--- src/pww_pkg.sv ---
// Package for the power-mode and watchdog block: register map, fields,
// reset values, power states and timing constants.
// Assumes a 250 MHz system clock and a 16-bit software register port.
package pww_pkg;

    // ==========================================================
    // Bus shape
    localparam int PWW_DATA_W = 16;
    localparam int PWW_ADDR_W = 3;

    // ==========================================================
    // Register indices
    localparam logic [PWW_ADDR_W-1:0] PWW_ADDR_CTRL   = 3'h0;
    localparam logic [PWW_ADDR_W-1:0] PWW_ADDR_PMODE  = 3'h1;
    localparam logic [PWW_ADDR_W-1:0] PWW_ADDR_CLEAR  = 3'h2;
    localparam logic [PWW_ADDR_W-1:0] PWW_ADDR_STATUS = 3'h3;
    localparam logic [PWW_ADDR_W-1:0] PWW_ADDR_COUNT  = 3'h4;

    // ==========================================================
    // Control fields and reset values
    localparam int PWW_CTRL_EN_BIT   = 0;
    localparam int PWW_CTRL_RSEL_BIT = 1;
    localparam int PWW_CTRL_PSEL_LSB = 2;
    localparam int PWW_PSEL_W        = 3;
    localparam logic                  PWW_CTRL_EN_RST   = 1'b1;
    localparam logic                  PWW_CTRL_RSEL_RST = 1'b0;
    localparam logic [PWW_PSEL_W-1:0] PWW_PSEL_DEFAULT  = 3'h5;
    localparam logic [PWW_PSEL_W-1:0] PWW_PSEL_MAX      = 3'h5;

    // ==========================================================
    // Status fields
    localparam int PWW_STAT_FIRED_BIT = 0;
    localparam int PWW_STAT_CAUSE_BIT = 1;
    localparam int PWW_STAT_MODE_LSB  = 2;

    // ==========================================================
    // Clear key: high nibble and low nibble, middle bits ignored
    localparam int         PWW_KEY_HI_LSB = 12;
    localparam int         PWW_KEY_LO_LSB = 0;
    localparam int         PWW_KEY_W      = 4;
    localparam logic [3:0] PWW_KEY_HI     = 4'ha;
    localparam logic [3:0] PWW_KEY_LO     = 4'h5;

    // ==========================================================
    // Power modes as software writes them, and the state encoding
    localparam int         PWW_MODE_W    = 2;
    localparam logic [1:0] PWW_MODE_RUN  = 2'h0;
    localparam logic [1:0] PWW_MODE_WAIT = 2'h1;
    localparam logic [1:0] PWW_MODE_HALT = 2'h2;
    localparam logic [1:0] PWW_MODE_STBY = 2'h3;

    typedef enum logic [1:0] {
        PWW_RUN  = 2'h0,
        PWW_WAIT = 2'h1,
        PWW_HALT = 2'h3,
        PWW_STBY = 2'h2
    } pww_state_type;

    // ==========================================================
    // Timing
    localparam longint PWW_CLK_HZ      = 250_000_000;
    localparam longint PWW_SLOW_HZ     = 32768;
    localparam longint PWW_US_PER_S    = 1_000_000;
    localparam longint PWW_WDOG_MIN_US = 62_500;
    localparam longint PWW_WDOG_MAX_US = 2_000_000;
    localparam int PWW_SLOW_DIV_CYCLES = int'(PWW_CLK_HZ / PWW_SLOW_HZ);
    localparam int PWW_WDOG_BASE_TICKS = int'(PWW_WDOG_MIN_US * PWW_SLOW_HZ / PWW_US_PER_S);
    localparam int PWW_DIV_W = 16;
    localparam int PWW_CNT_W = 17;

endpackage : pww_pkg

--- src/pww_tick_div.sv ---
// Divider that makes the one-cycle 32768 Hz enable from the system clock.
// Assumes the enable input comes from logic on the same clock.
`timescale 1ns/1ps

module pww_tick_div
    import pww_pkg::*;
#(
    parameter int DIV = PWW_SLOW_DIV_CYCLES
) (
    input  wire logic clock,
    input  wire logic rst_n,
    input  wire logic run_en,
    output logic      tick
);

    logic [PWW_DIV_W-1:0] cnt_r;
    logic [PWW_DIV_W-1:0] cnt_nxt;
    logic                 tick_r;
    logic                 tick_nxt;

    // ==========================================================
    // Divider
    // Stops and holds while the slow clock is off, like a gated oscillator
    always_comb begin
        cnt_nxt  = cnt_r;
        tick_nxt = 1'b0;
        if (run_en) begin
            if (cnt_r == PWW_DIV_W'(DIV - 1)) begin
                cnt_nxt  = '0;
                tick_nxt = 1'b1;
            end else begin
                cnt_nxt = cnt_r + 1'b1;
            end
        end
    end

    always_ff @(posedge clock) begin
        if (!rst_n) begin
            cnt_r  <= '0;
            tick_r <= 1'b0;
        end else begin
            cnt_r  <= cnt_nxt;
            tick_r <= tick_nxt;
        end
    end

    assign tick = tick_r;

    property p_tick_stops;
        @(posedge clock) disable iff (!rst_n)
        !run_en |=> !tick_r;
    endproperty
    a_tick_stops: assert property (p_tick_stops)
        else $error("slow tick while the slow clock is off");

endmodule : pww_tick_div

--- src/pww_core.sv ---
// Power-mode control, interrupt wakeup and watchdog, top level.
// Assumes irq comes from the interrupt controller on the same clock and that
// the system feeds sys_rst_req back into rst_n after its own stretching.
//
// Behaviour
// - Software can put the CPU into wait, halt or standby instead of running.
// - After reset the block is in run and stays there until software asks for a mode.
// - In wait any interrupt wakes it to run with no reset, so the CPU carries on.
// - In halt or standby any interrupt wakes it to run and pulses a CPU reset.
// - An expired watchdog pulses a system reset or a CPU reset, chosen in control.
// - A valid clear before expiry restarts the count and causes no reset.
// - Software can disable the watchdog and then no watchdog reset occurs.
// - The period runs from 62.5 ms to 2 s in doublings, and 2 s is the reset choice.
// - Only a clear value of the form Axx5 hex counts as a valid clear.
// - The watchdog keeps counting in wait and halt, where the slow clock runs.
`timescale 1ns/1ps

module pww_core
    import pww_pkg::*;
#(
    parameter int DIV_CYCLES = PWW_SLOW_DIV_CYCLES,
    parameter int WDOG_BASE  = PWW_WDOG_BASE_TICKS
) (
    input  wire logic                  clock,
    input  wire logic                  rst_n,
    input  wire logic [PWW_ADDR_W-1:0] addr,
    input  wire logic [PWW_DATA_W-1:0] wr_data,
    input  wire logic                  wr_en,
    input  wire logic                  rd_en,
    output logic      [PWW_DATA_W-1:0] rd_data,
    input  wire logic                  irq,
    output logic                       cpu_clk_en,
    output logic                       sys_clk_en,
    output logic                       slow_clk_en,
    output logic                       cpu_rst_req,
    output logic                       sys_rst_req
);

    // ==========================================================
    // Declarations
    pww_state_type             state_r;
    pww_state_type             state_nxt;
    logic                      wd_en_r;
    logic                      wd_en_nxt;
    logic                      rsel_r;
    logic                      rsel_nxt;
    logic [PWW_PSEL_W-1:0]     psel_r;
    logic [PWW_PSEL_W-1:0]     psel_nxt;
    logic [PWW_CNT_W-1:0]      count_r;
    logic [PWW_CNT_W-1:0]      count_nxt;
    logic                      fired_r;
    logic                      fired_nxt;
    logic                      cause_r;
    logic                      cause_nxt;
    logic                      cpu_rst_r;
    logic                      cpu_rst_nxt;
    logic                      sys_rst_r;
    logic                      sys_rst_nxt;
    logic [PWW_DATA_W-1:0]     rdata_r;
    logic [PWW_DATA_W-1:0]     rdata_nxt;
    logic                      slow_tick;
    logic                      wd_tick;
    logic                      clear_hit;
    logic                      mode_wr;
    logic                      expire;
    logic                      wake_rst;
    logic [PWW_PSEL_W-1:0]     psel_eff;
    logic [PWW_CNT_W-1:0]      limit;
    logic [PWW_MODE_W-1:0]     mode_code;

    // ==========================================================
    // Slow clock enable
    // The divider runs only while the 32 kHz source would be on
    pww_tick_div #(
        .DIV    (DIV_CYCLES)
    ) u_tick (
        .clock  (clock),
        .rst_n  (rst_n),
        .run_en (slow_clk_en),
        .tick   (slow_tick)
    );

    // ==========================================================
    // Decodes shared by the processes
    // A tick still in flight when standby begins is dropped here
    assign wd_tick   = slow_tick && (state_r != PWW_STBY);
    assign clear_hit = wr_en && (addr == PWW_ADDR_CLEAR)
                    && (wr_data[PWW_KEY_HI_LSB +: PWW_KEY_W] == PWW_KEY_HI)
                    && (wr_data[PWW_KEY_LO_LSB +: PWW_KEY_W] == PWW_KEY_LO);
    assign mode_wr   = wr_en && (addr == PWW_ADDR_PMODE)
                    && (wr_data[PWW_MODE_W-1:0] != PWW_MODE_RUN);
    // Codes above the top step clamp to 2 s rather than wrapping short
    assign psel_eff  = (psel_r > PWW_PSEL_MAX) ? PWW_PSEL_MAX : psel_r;
    assign limit     = PWW_CNT_W'(WDOG_BASE) << psel_eff;
    // Greater-or-equal covers a period shortened below the running count
    assign expire    = wd_en_r && wd_tick && !clear_hit
                    && (count_r >= limit - 1'b1);

    // ==========================================================
    // Power state machine
    always_comb begin
        state_nxt = state_r;
        wake_rst  = 1'b0;
        unique case (state_r)
            PWW_RUN: begin
                if (mode_wr) begin
                    unique case (wr_data[PWW_MODE_W-1:0])
                        PWW_MODE_WAIT: state_nxt = PWW_WAIT;
                        PWW_MODE_HALT: state_nxt = PWW_HALT;
                        PWW_MODE_STBY: state_nxt = PWW_STBY;
                        default:       state_nxt = PWW_RUN;
                    endcase
                end
            end
            PWW_WAIT: begin
                if (irq) begin
                    state_nxt = PWW_RUN;
                end
            end
            PWW_HALT, PWW_STBY: begin
                if (irq) begin
                    state_nxt = PWW_RUN;
                    wake_rst  = 1'b1;
                end
            end
        endcase
        // A watchdog reset restarts the program, so the CPU must run again
        if (expire) begin
            state_nxt = PWW_RUN;
        end
    end

    always_ff @(posedge clock) begin
        if (!rst_n) begin
            state_r <= PWW_RUN;
        end else begin
            state_r <= state_nxt;
        end
    end

    // ==========================================================
    // Control register
    always_comb begin
        wd_en_nxt = wd_en_r;
        rsel_nxt  = rsel_r;
        psel_nxt  = psel_r;
        if (wr_en && (addr == PWW_ADDR_CTRL)) begin
            wd_en_nxt = wr_data[PWW_CTRL_EN_BIT];
            rsel_nxt  = wr_data[PWW_CTRL_RSEL_BIT];
            psel_nxt  = wr_data[PWW_CTRL_PSEL_LSB +: PWW_PSEL_W];
        end
    end

    always_ff @(posedge clock) begin
        if (!rst_n) begin
            wd_en_r <= PWW_CTRL_EN_RST;
            rsel_r  <= PWW_CTRL_RSEL_RST;
            psel_r  <= PWW_PSEL_DEFAULT;
        end else begin
            wd_en_r <= wd_en_nxt;
            rsel_r  <= rsel_nxt;
            psel_r  <= psel_nxt;
        end
    end

    // ==========================================================
    // Watchdog counter, reset pulses and sticky status
    // Disabling also zeroes the count so re-enabling gives a full period
    always_comb begin
        count_nxt   = count_r;
        fired_nxt   = fired_r;
        cause_nxt   = cause_r;
        sys_rst_nxt = 1'b0;
        cpu_rst_nxt = wake_rst;
        if (!wd_en_r || clear_hit) begin
            count_nxt = '0;
        end else if (expire) begin
            count_nxt = '0;
        end else if (wd_tick) begin
            count_nxt = count_r + 1'b1;
        end
        // Wrong-key writes fall through the branches above untouched
        if (wr_en && (addr == PWW_ADDR_STATUS) && wr_data[PWW_STAT_FIRED_BIT]) begin
            fired_nxt = 1'b0;
        end
        // Set wins over a clear written in the same cycle
        if (expire) begin
            fired_nxt = 1'b1;
            cause_nxt = rsel_r;
            if (rsel_r) begin
                cpu_rst_nxt = 1'b1;
            end else begin
                sys_rst_nxt = 1'b1;
            end
        end
    end

    always_ff @(posedge clock) begin
        if (!rst_n) begin
            count_r   <= '0;
            fired_r   <= 1'b0;
            cause_r   <= 1'b0;
            sys_rst_r <= 1'b0;
            cpu_rst_r <= 1'b0;
        end else begin
            count_r   <= count_nxt;
            fired_r   <= fired_nxt;
            cause_r   <= cause_nxt;
            sys_rst_r <= sys_rst_nxt;
            cpu_rst_r <= cpu_rst_nxt;
        end
    end

    // ==========================================================
    // Read port: data stands for exactly one cycle after the strobe
    always_comb begin
        unique case (state_r)
            PWW_RUN:  mode_code = PWW_MODE_RUN;
            PWW_WAIT: mode_code = PWW_MODE_WAIT;
            PWW_HALT: mode_code = PWW_MODE_HALT;
            PWW_STBY: mode_code = PWW_MODE_STBY;
        endcase
        rdata_nxt = '0;
        if (rd_en) begin
            unique case (addr)
                PWW_ADDR_CTRL: begin
                    rdata_nxt[PWW_CTRL_EN_BIT]                  = wd_en_r;
                    rdata_nxt[PWW_CTRL_RSEL_BIT]                = rsel_r;
                    rdata_nxt[PWW_CTRL_PSEL_LSB +: PWW_PSEL_W]  = psel_r;
                end
                PWW_ADDR_PMODE: begin
                    rdata_nxt[PWW_MODE_W-1:0] = mode_code;
                end
                PWW_ADDR_STATUS: begin
                    rdata_nxt[PWW_STAT_FIRED_BIT]               = fired_r;
                    rdata_nxt[PWW_STAT_CAUSE_BIT]               = cause_r;
                    rdata_nxt[PWW_STAT_MODE_LSB +: PWW_MODE_W]  = mode_code;
                end
                PWW_ADDR_COUNT: begin
                    rdata_nxt = count_r[PWW_CNT_W-1 -: PWW_DATA_W];
                end
                default: rdata_nxt = '0; // Clear register and holes read zero
            endcase
        end
    end

    always_ff @(posedge clock) begin
        if (!rst_n) begin
            rdata_r <= '0;
        end else begin
            rdata_r <= rdata_nxt;
        end
    end

    // ==========================================================
    // Outputs
    assign rd_data     = rdata_r;
    assign cpu_clk_en  = (state_r == PWW_RUN);
    assign sys_clk_en  = (state_r == PWW_RUN) || (state_r == PWW_WAIT);
    assign slow_clk_en = (state_r != PWW_STBY);
    assign cpu_rst_req = cpu_rst_r;
    assign sys_rst_req = sys_rst_r;

    // ==========================================================
    // Checks
    property p_halt_entry;
        @(posedge clock) disable iff (!rst_n)
        (state_r == PWW_RUN) && mode_wr && (wr_data[PWW_MODE_W-1:0] == PWW_MODE_HALT)
            && !expire |=> (state_r == PWW_HALT) && !cpu_clk_en && !sys_clk_en;
    endproperty
    a_halt_entry: assert property (p_halt_entry)
        else $error("halt request not taken");

    property p_run_hold;
        @(posedge clock) disable iff (!rst_n)
        (state_r == PWW_RUN) && !mode_wr |=> (state_r == PWW_RUN);
    endproperty
    a_run_hold: assert property (p_run_hold)
        else $error("left run without a mode request");

    property p_wait_wake;
        @(posedge clock) disable iff (!rst_n)
        (state_r == PWW_WAIT) && irq && !expire
            |=> (state_r == PWW_RUN) && !cpu_rst_req ##1 !cpu_rst_req;
    endproperty
    a_wait_wake: assert property (p_wait_wake)
        else $error("wait wakeup wrong or reset the cpu");

    property p_deep_wake;
        @(posedge clock) disable iff (!rst_n)
        ((state_r == PWW_HALT) || (state_r == PWW_STBY)) && irq
            |=> (state_r == PWW_RUN) && $rose(cpu_rst_req) ##1 !cpu_rst_req;
    endproperty
    a_deep_wake: assert property (p_deep_wake)
        else $error("deep wakeup without a one-cycle cpu reset");

    property p_expire_sel;
        @(posedge clock) disable iff (!rst_n)
        expire |=> (sys_rst_req == !$past(rsel_r)) && fired_r
            && (count_r == '0);
    endproperty
    a_expire_sel: assert property (p_expire_sel)
        else $error("watchdog reset went to the wrong target");

    property p_clear_restart;
        @(posedge clock) disable iff (!rst_n)
        clear_hit |=> (count_r == '0) && !sys_rst_req && !$rose(fired_r);
    endproperty
    a_clear_restart: assert property (p_clear_restart)
        else $error("valid clear did not restart the count");

    property p_disabled_quiet;
        @(posedge clock) disable iff (!rst_n)
        !wd_en_r && !(wr_en && (addr == PWW_ADDR_CTRL)) |=> !sys_rst_req
            && (count_r == '0);
    endproperty
    a_disabled_quiet: assert property (p_disabled_quiet)
        else $error("disabled watchdog acted");

    property p_period_default;
        @(posedge clock) disable iff (!rst_n)
        !$past(rst_n) |-> (psel_r == PWW_PSEL_DEFAULT)
            && (limit == (PWW_CNT_W'(WDOG_BASE) << PWW_PSEL_MAX));
    endproperty
    a_period_default: assert property (p_period_default)
        else $error("period after reset is not the longest");

    property p_bad_key;
        @(posedge clock) disable iff (!rst_n)
        wr_en && (addr == PWW_ADDR_CLEAR) && !clear_hit && wd_en_r && !wd_tick
            |=> (count_r == $past(count_r));
    endproperty
    a_bad_key: assert property (p_bad_key)
        else $error("wrong key disturbed the count");

    property p_count_lowpower;
        @(posedge clock) disable iff (!rst_n)
        ((state_r == PWW_WAIT) || (state_r == PWW_HALT)) && wd_en_r && wd_tick
            && !clear_hit && !expire |=> (count_r == $past(count_r) + 1'b1);
    endproperty
    a_count_lowpower: assert property (p_count_lowpower)
        else $error("watchdog stalled in wait or halt");

    property p_stby_frozen;
        @(posedge clock) disable iff (!rst_n)
        (state_r == PWW_STBY) && wd_en_r && !clear_hit
            |=> (count_r == $past(count_r)) && !sys_rst_req;
    endproperty
    a_stby_frozen: assert property (p_stby_frozen)
        else $error("watchdog moved in standby");

endmodule : pww_core

--- config.mk ---
export PLATFORM = sky130hd
export DESIGN_NAME = pww_core
export DESIGN_NICKNAME = d
export VERILOG_FILES = /design/src/pww_pkg.sv /design/src/pww_tick_div.sv /design/src/pww_core.sv
export SDC_FILE = /design/constraint.sdc
export NUM_CORES = 1
export LEC_CHECK = 0
export ABC_CLOCK_PERIOD_IN_PS = 2200
export BUFFER_PORTS_ARGS = -buffer_cell sky130_fd_sc_hd__buf_2
export CORE_ASPECT_RATIO = 0.75
export CORE_MARGIN = 1.5
export CORE_UTILIZATION = 51
export DETAILED_ROUTE_END_ITERATION = 8
export PLACE_DENSITY = 0.75
export SLEW_MARGIN = 20
export SYNTH_ARGS = -nofsm -noshare
export SYNTH_HDL_FRONTEND = slang
export SYNTH_HIERARCHICAL = 1
export SYNTH_SLANG_ARGS = --single-unit
export TNS_END_PERCENT = 10
--- constraint.sdc ---
create_clock -name clock -period 2.2 [get_ports clock]
set_input_delay 0.33 -clock clock [delete_from_list [all_inputs] [get_ports clock]]
set_output_delay 0.33 -clock clock [all_outputs]
set_load 0.05 [all_outputs]
Word level (Yosys, flattened, before mapping)
Index checks and enable logic that the tools add are counted.
- input port bits: 24
- output and inout bits: 21
- memories kept: 0
- bits in read-only memories: 0
- RAM bits: 0
- bits in registers: 61
- bits in latches: 0
- word-level logic and storage cells: 83
- bitwise operators: 1
- add/sub/neg operators: 3
- reductions and logical operators: 29
- $mul: 0
- magnitude comparators: 2
- div/mod/pow operators: 0
- shift operators: 1
- mux-type cells: 18
- equality and inequality tests: 16
- operators with widths (operator ; number):
    $add A17 B1 Y17 const B ; 1
    $ge A17 B17 Y1 ; 1
    $shl A12 B3 Y17 const A ; 1
    $sub A17 B1 Y17 const B ; 1
    $add A16 B1 Y16 const B ; 1
    $eq A16 B13 Y1 const B ; 1
    $mux W16 ; 1
    $pmux W2 S4 ; 2
    $logic_and A1 B1 Y1 ; 12
    $pmux W2 S3 ; 2
    $eq A2 B2 Y1 const B ; 4
    $mux W1 ; 8
    $reduce_and A2 Y1 ; 4
    $eq A3 B2 Y1 const B ; 2
    $reduce_or A3 Y1 ; 2
    $eq A2 B1 Y1 const B ; 2
    $eq A4 B3 Y1 const B ; 1
    $eq A4 B4 Y1 const B ; 1
    $mux W2 ; 2
    $ne A2 B1 Y1 const B ; 2
    $pmux W2 S2 ; 1
    $reduce_bool A2 Y1 ; 2
    $reduce_or A2 Y1 ; 2
    $eq A3 B1 Y1 const B ; 1
    11 further kinds ; 13

Depth between registers and ports, before layout
Gate-level depths: netlist of run 1.
- depth in word-level cells: 8
- mapped depth: 11

Cells and area by module
Netlist of run 1, hierarchy kept.
- by module, submodules not included (module ; times used ; area an instance (um^2) ; cells an instance ; seq. area each (um^2)):
    pww_core ; 1 ; 2167.1 ; 251 ; 880.8
    pww_tick_div ; 1 ; 824.5 ; 90 ; 340.3

Least setup slack after synthesis of run 1
No wires, ideal clock.
- kind: reg2reg
- start: reg psel_r[2]
- end: reg count_r[14]
- library setup time: 115 ps
- path buffers: 1
- slack: -192 ps
- stages on the path, launching flop included: 11
- arrival time: 2277 ps
- period minus slack after synthesis: 2392 ps
- path through: dfxtp_1 or3_1 ha_1 xor2_1 ha_1 nand4_1 nor3_1 a31oi_4 o21bai_4 buf_6 nor2_1
- longest elaborated chain between the ends: 7
- ends and longest elaborated chain (what ; RTL line ; RTL):
    start, declared ; pww_core.sv:47 ; logic [PWW_PSEL_W-1:0] psel_r;
    start signal, assigned ; pww_core.sv:162 ; psel_r <= psel_nxt;
    $gt A3 B3 Y1 ; pww_core.sv:93 ; assign psel_eff = (psel_r > PWW_PSEL_MAX) ? PWW_PSEL_MAX : psel_r;
    $mux W3 * ; pww_core.sv:93 ;
    $shl A12 B3 Y17 * ; pww_core.sv:94 ; assign limit = PWW_CNT_W'(WDOG_BASE) << psel_eff;
    $sub A17 B1 Y17 * ; pww_core.sv:97 ; && (count_r >= limit - 1'b1);
    $ge A17 B17 Y1 * ; pww_core.sv:97 ;
    $logic_and A1 B1 Y1 * ; pww_core.sv:97 ;
    $reduce_or A3 Y1 (no line) * ; -- ;
    end signal, assigned ; pww_core.sv:206 ; count_r <= count_nxt;
    end, declared ; pww_core.sv:49 ; logic [PWW_CNT_W-1:0] count_r;
Every way passes the cells marked *; elsewhere a longest branch is shown, timed or not.
A chain may end at the register's enable or synchronous reset.

Final worst setup path of run 1
- start: reg psel_r[1]
- end: reg state_r[1]
- longest elaborated chain between the ends: 7
- ends and longest elaborated chain (what ; RTL line ; RTL):
    $gt A3 B3 Y1 ; pww_core.sv:93 ;
    $mux W3 * ; pww_core.sv:93 ;
    $shl A12 B3 Y17 * ; pww_core.sv:94 ;
    $sub A17 B1 Y17 * ; pww_core.sv:97 ;
    $ge A17 B17 Y1 * ; pww_core.sv:97 ;
    $logic_and A1 B1 Y1 * ; pww_core.sv:97 ;
    $reduce_or A2 Y1 (no line) * ; -- ;
    end signal, assigned ; pww_core.sv:137 ; state_r <= state_nxt;
    end, declared ; pww_core.sv:41 ; pww_state_type state_r;
Marked as above.

==> results by group, run 1 <==
Clocking
  • Root buffer cell: clkbuf_8
  • Total clock sinks: a little over 60
  • Htree depth: 3
  • Post-CTS setup buffers: 0
  • Max Root-Sink Buffers: 2
  • Clk slew on worst S/H paths: ~0.06 ns
  • Later-pin clock latency in the skew report: ~0.33 ns
  • Hold_buf cts: 0
  • CTS tree: built
  • CTS buffer count: 9

Global routing
  • Vias in the first global route: 2272
  • Antenna violations before repair: 0
  • GRT overflow: 0
  • Total track usage: 21.28%
  • First-pass GRT wire length: 10.58 mm
  • Pin count of the biggest net entering global routing: 17

Place
  • Area after DPL: 0.003347 mm²
  • Placed Instances: roughly 450
  • Routability congestion estimate: around 0.88
  • Detail Placement HPWL: between 4 and 5 mm
  • Port Buffers: 37

Detailed routing
  • DRT Wirelength: approximately 6.2 mm
  • DR pass1 iterations: 4
  • Post-route DRC: 0
  • Routed Antenna Nets: 0
  • Via count: roughly 2400
  • DR WL/cell: ~13 µm
  • Vias per inst: between 5 and 6
  • Initial DRC count: ~110

Floorplan
  • # IOs: 45
  • CORE AREA: around 0.0055 mm²
  • Die height: 69.33 µm
  • Starting Density: between 50% and 60%
  • Die Span X: about 91 µm
  • FP Rows: 23
  • Die Area: between 0.006 and 0.007 mm²

Setup path
  • Endpoint type of the worst setup path: register
  • CP max-delay cell: or3_4
  • Worst endpoint required time: 2.43 ns
  • Max FO, Critical Path: 8
  • Worst setup startpoint: psel_r[1]$_SDFFE_PN0P_
  • Worst flop-to-flop path startpoint: psel_r[1]$_SDFFE_PN0P_
  • Critical Path End: state_r[1]$_SDFFE_PP0P_
  • FF-to-FF End: state_r[1]$_SDFFE_PP0P_
  • Worst reg2reg setup slack: -0.1 ns
  • Reg2Reg Depth: 9
  • Max incr delay on CP: 0.40 ns
  • Worst Setup Start Kind: register
  • Setup CP Type: register to register
  • Data arrival time of the worst path: between 2 and 3 ns
  • Worst path cell trace: or3_4 -> ha_4 -> xor2_1 -> ha_1 -> nand4_1 -> nor3_2 -> a31oi_4 -> nand2b_4 -> and4b_1

Synth
  • Yosys cell types: 49
  • Mapped Area: 0.002992 mm²
  • Seq/Total Area, Yosys: between 40% and 50%
  • Count leader, synth: dfxtp_1
  • Ys flop type: dfxtp_1
  • Syn_area_per_cell: between 8 and 9 µm²
  • Top-area cell type share of the netlist area: between 40% and 50%
  • Cells after Synth: 341
  • Number of synthesized register bits: 61
  • Synth area leader: dfxtp_1
  • Dominant cells by area after synthesis: dfxtp_1, ha_1, nor2_1
  • Yosys Warn Count: 6
  • Async set or reset register ratio after synthesis: 0%
  • Synth top cells by count: dfxtp_1, nor2_1, nand2_1, nand3_1, xnor2_1
  • Post-synth EDFFs: 0
  • Syn_nets: 383

Timing
  • Final hold vios: 0
  • Pin slew with the least headroom to its limit: between 0.6 and 0.7 ns
  • Relative slew slack: 58.65%
  • Period Utilization, post-route: 104.5%
  • Max Fclk: ~430 MHz
  • Endpoints failing setup: 21
  • RSZ-0062 raised after global routing: true
  • Final Critical Period: between 2 and 2.5 ns
  • Worst clock skew: ~0.006 ns
  • Setup slack after layout: -0.09895 ns
  • Slew Limit Fails: 0

Power and ir drop
  • Total power: around 2.2 mW
  • Lkg Pwr: between 1 and 1.5 nW
  • Pwr Density: approximately 630 mW/mm²
  • VDD IR max: between 0.3 and 0.4 mV

Cells and area
  • Finished Layout Cells: 470
  • Post-Layout Inst Area: 0.003557 mm²
  • Layout net count: 432
  • Multi-input gate area: between 0.0015 and 0.002 mm²
  • P&R area growth vs syn: 18.90%
  • Register Area: around 0.0012 mm²
  • Final design utilization: 64.72%
  • FILL cells: between 400 and 500
  • Antenna diodes: 0
  • Ratio of cells with drive above 1 in the final layout: about a fifth

Hold path
  • Hold path depth: 3
  • HP Class: primary input to register

Run status
  • Status: finished with violations
  • Failing checks: setup timing

Flow run
  • Max cap viols: 0
[state kept, by name (all words and copies together) (netlist names)]
name,count
count_r,17
rd_data,16
u_tick/cnt_r,16
psel_r,3
state_r,2
cause_r,1
cpu_rst_req,1
fired_r,1
rsel_r,1
sys_rst_req,1
u_tick/tick,1
wd_en_r,1
[worst min-delay path by stage]
stage,from,to
after floorplan,addr[1],rd_data[4]$_SDFF_PN0_
after global placement,cause_r$_SDFFE_PN0P_,cause_r$_SDFFE_PN0P_
after detailed placement,fired_r$_SDFFE_PN0P_,fired_r$_SDFFE_PN0P_
after CTS,wr_data[4],psel_r[2]$_SDFFE_PN1P_
after global routing,wr_data[4],psel_r[2]$_SDFFE_PN1P_
final,wr_data[4],psel_r[2]$_SDFFE_PN1P_
[worst max-delay path: cells and delay by family (launching register included)]
kind	cells	cell delay [ns]
flip-flops	1	0.32
XOR/XNOR	1	0.14
adder cells (fa/ha/maj)	2	0.45
AND/OR/NAND/NOR	5	1.10
AO/OA/AOI/OAI	1	0.18
[power by group]
part           switching, mW  internal [mW]  leakage (nW)  total [mW]
Sequential            0.0123           1.12         0.493        1.13
Clock                  0.422          0.551        0.0964       0.973
Combinational         0.0860         0.0611         0.841       0.147
[cells in the final DEF (no fill, tap or decap), types with 2 or more instances in the layout]
cell type  count
a21oi_1        8
mux2i_1        3
nand4b_1       2
nand3_1       20
ha_1          16
o21ai_0        3
a21boi_0       2
and2_1        13
nand2b_1       2
nand4_1       12
xnor2_1       20
a31oi_1        3
ha_4           2
o21ai_1        2
nor4_1         7
nand2_1       32
buf_4         11
nor2b_1        3
nor2_1        52
xor2_1         9
clkbuf_8      10
inv_1         16
dfxtp_1       60
and4b_1        2
nor3_1         7
and3_1         3
buf_2         37
nor3b_1        2
clkinv_2       2
a2bb2oi_1      2
clkbuf_1       2
[kinds of logic after synthesis]
family / share of synthesized area (%)
and+or+nand+nor: 29.86
DFF: 40.82
AOI/OAI and AO/OA: 7.863
xor gates and xnor gates: 8.490
buffers and inverters: 4.308
adders and majority gates: 7.528
muxes: 1.004
other: 0.1254
[through the flow]
step	hold WS, ns	setup WS, ns	TNS [ns]
after floorplan	0.4085	-0.009482	-0.08477
after global placement	0.4539	-0.08044	-1.046
after detailed placement	0.4614	-0.1507	-2.172
final	0.2338	-0.09895	-1.445
after CTS	0.2181	-0.1148	-1.803
after global routing	0.2366	-0.2614	-4.829
[final cells by class]
| cell class | count | area share [%] |
|---|---|---|
| sequential | 61 | 34.37 |
| clock inverter | 4 | 1.337 |
| timing repair buffer | 49 | 8.090 |
| inverter | 16 | 1.688 |
| tap | 75 | 2.638 |
| clock buffer | 12 | 4.080 |
| multi-input combinational | 253 | 47.80 |
[per-layer routing]
metal | GRT usage, % | wire [µm] | share of wire, % | vias up
li1 | - | - | - | 1260
met1 | 29.43 | 3120 | 50 | 1080
met3 | 8.224 | 397 | 6.4 | 4
met5 | 0 | 0 | 0 | -
met2 | 30.76 | 2636 | 42 | 62
met4 | 5.729 | 53 | 0.85 | 0
[repair_timing]
item | CTS | global route
endpoints found under the setup margin | 21 | 23
gates resized for setup | 4 | 2
pin swaps | 2 | 2
Power figures use the tool's default switching activity.
==> run 2, diff against run 1 <==
Settings changed: CTS_BUF_LIST set to sky130_fd_sc_hd__clkbuf_16.
==> run 2 against run 1 <==
The flow still finishes with violations (setup timing). Final area is 2.4% higher. Setup slack worse by 0.072 ns. Clock skew is 0.0020 ns lower. Combinational power hardly changed. First-iteration DRC count is 4.4% higher. Flip-flop and latch count stayed put. Die area stayed put.
==> results by group, run 2 (synthesis results as in run 1) <==
Run status
  • Status: finished with violations
  • Failing checks: setup timing

Setup path
  • Worst endpoint required time: around 2.4 ns
  • Worst setup startpoint: psel_r[1]$_SDFFE_PN0P_
  • Critical Path End: state_r[1]$_SDFFE_PP0P_
  • Worst Setup Start Kind: register
  • Reg2Reg Depth: 9
  • FF-to-FF End: state_r[1]$_SDFFE_PP0P_
  • Worst reg2reg setup slack: -0.17 ns
  • Max FO, Critical Path: 8
  • Data arrival time of the worst path: around 2.6 ns
  • Setup CP Type: register to register
  • Worst flop-to-flop path startpoint: psel_r[1]$_SDFFE_PN0P_
  • Endpoint type of the worst setup path: register

Global routing
  • Vias in the first global route: approximately 2300
  • Met2 usage: 31.76%
  • Total track usage: 21.81%
  • Pin count of the biggest net entering global routing: 17
  • GRT overflow: 0
  • Met3 Use GR: approximately 8.2%
  • Antenna violations before repair: 0
  • First-pass GRT wire length: ~11 mm
  • Most used routing layer: met2
  • Met1 Usage GRT: 30.18%

Cells and area
  • Finished Layout Cells: 470
  • Commonest non-fill, non-tap cell in the layout: dfxtp_1
  • Post-Layout Inst Area: about 0.0036 mm²
  • P&R area growth vs syn: 21.79%
  • Commonest non-fill, non-tap cells in the layout: dfxtp_1, nor2_1, buf_2
  • Final design utilization: between 60% and 70%
  • Layout net count: about 430
  • FILL cells: roughly 460
  • Largest Register: count_r
  • Ratio of cells with drive above 1 in the final layout: about a fifth
  • Antenna diodes: 0
  • Max reg flops: 17

Clocking
  • Htree depth: 3
  • Max Root-Sink Buffers: 2
  • CTS buffer count: 9
  • CTS tree: built
  • Root buffer cell: clkbuf_16
  • Hold_buf cts: 0
  • Later-pin clock latency in the skew report: between 0.3 and 0.4 ns
  • Clk slew on worst S/H paths: ~0.05 ns
  • Total clock sinks: approximately 60
  • Post-CTS setup buffers: 0

Flow run
  • Max cap viols: 0

Place
  • Detail Placement HPWL: about 4.5 mm
  • Placed Instances: about 450
  • Area after DPL: about 0.0033 mm²
  • Port Buffers: 37
  • Routability congestion estimate: between 0.8 and 0.9

Power and ir drop
  • Logic pwr share: under 10%
  • Cell Int Power: roughly 2 mW
  • Clock power share: around half
  • Net Sw Frac: between 20% and 30%
  • Sequential Power Share: 43.4%
  • NetSw: between 0.5 and 0.6 mW
  • VDD IR max: between 0.5 and 0.6 mV
  • Pwr Density: between 700 and 800 mW/mm²
  • Lkg Pwr: 1.486 nW

Floorplan
  • Die Span X: 91.44 µm
  • Die Area: approximately 0.0063 mm²
  • # IOs: 45
  • Starting Density: 54.43%
  • CORE AREA: about 0.0055 mm²
  • Die height: 69.33 µm
  • FP Rows: 23

Hold path
  • HP Class: primary input to register

Timing
  • Relative slew slack: between 50% and 60%
  • Period Utilization, post-route: 107.8%
  • Pin slew with the least headroom to its limit: a little over 0.6 ns
  • Endpoints failing setup: 22
  • Final Critical Period: 2.371 ns
  • Setup slack after layout: -0.1711 ns
  • RSZ-0062 raised after global routing: true
  • Final hold vios: 0
  • Max Fclk: about 420 MHz
  • Worst clock skew: 0.004101 ns
  • Slew Limit Fails: 0

Detailed routing
  • Routed Antenna Nets: 0
  • Via count: around 2500
  • Initial DRC count: between 100 and 150
  • Vias per inst: 5.223
  • DRT Wirelength: 6.387 mm
  • DR WL/cell: roughly 14 µm
  • Post-route DRC: 0
  • DR pass1 iterations: 4
==> run 2: power by group through the flow <==
stage	Sequential [mW]	Clock, mW	Combinational, mW
2_1_floorplan	1.15	0	0.0933
3_3_place_gp	1.15	0	0.144
3_5_place_dp	1.15	0	0.146
4_1_cts	1.13	1.35	0.148
5_1_grt	1.13	1.42	0.164
6_report	1.13	1.33	0.148
==> run 2: worst min-delay path by stage <==
stage,from,to,depth (start not counted)
after floorplan,addr[1],rd_data[4]$_SDFF_PN0_,1
after global placement,cause_r$_SDFFE_PN0P_,cause_r$_SDFFE_PN0P_,2
after detailed placement,fired_r$_SDFFE_PN0P_,fired_r$_SDFFE_PN0P_,2
after CTS,wr_data[4],psel_r[2]$_SDFFE_PN1P_,3
after global routing,wr_data[4],psel_r[2]$_SDFFE_PN1P_,3
final,wr_data[4],psel_r[2]$_SDFFE_PN1P_,3
==> run 2: final cells by class <==
type | instances | area (µm²) | share of cell area, %
Multi-Input combinational cell | 253 | 1695 | 46.53
Sequential cell | 61 | 1222 | 33.55
Timing Repair Buffer | 49 | 287.8 | 7.898
Clock buffer | 9 | 225.2 | 6.181
Tap cell | 75 | 93.84 | 2.576
Inverter | 16 | 60.06 | 1.648
Clock inverter | 7 | 58.81 | 1.614
==> run 2: repair_timing <==
item | 4_1_cts | 5_1_grt
gates cloned | 0 | 0
endpoints found under the setup margin | 22 | 23
resized for setup | 2 | 2
endpoints found under the hold margin | 0 | 0
pin swaps | 3 | 1
==> run 2: routing by layer <==
metal	up-vias	share of wire, %
met3	4	5.8
met5	-	0
met1	1116	50
li1	1267	-
met2	68	43
met4	0	1.0
==> run 2: metrics by stage <==
step,setup slack [ns],total power [mW],hold slack [ns],setup TNS [ns]
floorplan,-0.009482,1.248,0.4085,-0.08477
global placement,-0.08044,1.296,0.4539,-1.046
detailed placement,-0.1507,1.298,0.4614,-2.172
CTS,-0.1705,2.630,0.2404,-2.906
global route,-0.2975,2.711,0.2662,-5.799
finish,-0.1711,2.606,0.2433,-2.810
==> run 2: critical path: stages, from the launching register on <==
cell	delay, ns
dfxtp_2	0.31
or3_4	0.40
ha_4	0.17
xor2_1	0.14
ha_1	0.28
nand4_1	0.17
nor3_4	0.22
a31oi_4	0.18
nand2b_1	0.21
and4b_1	0.19
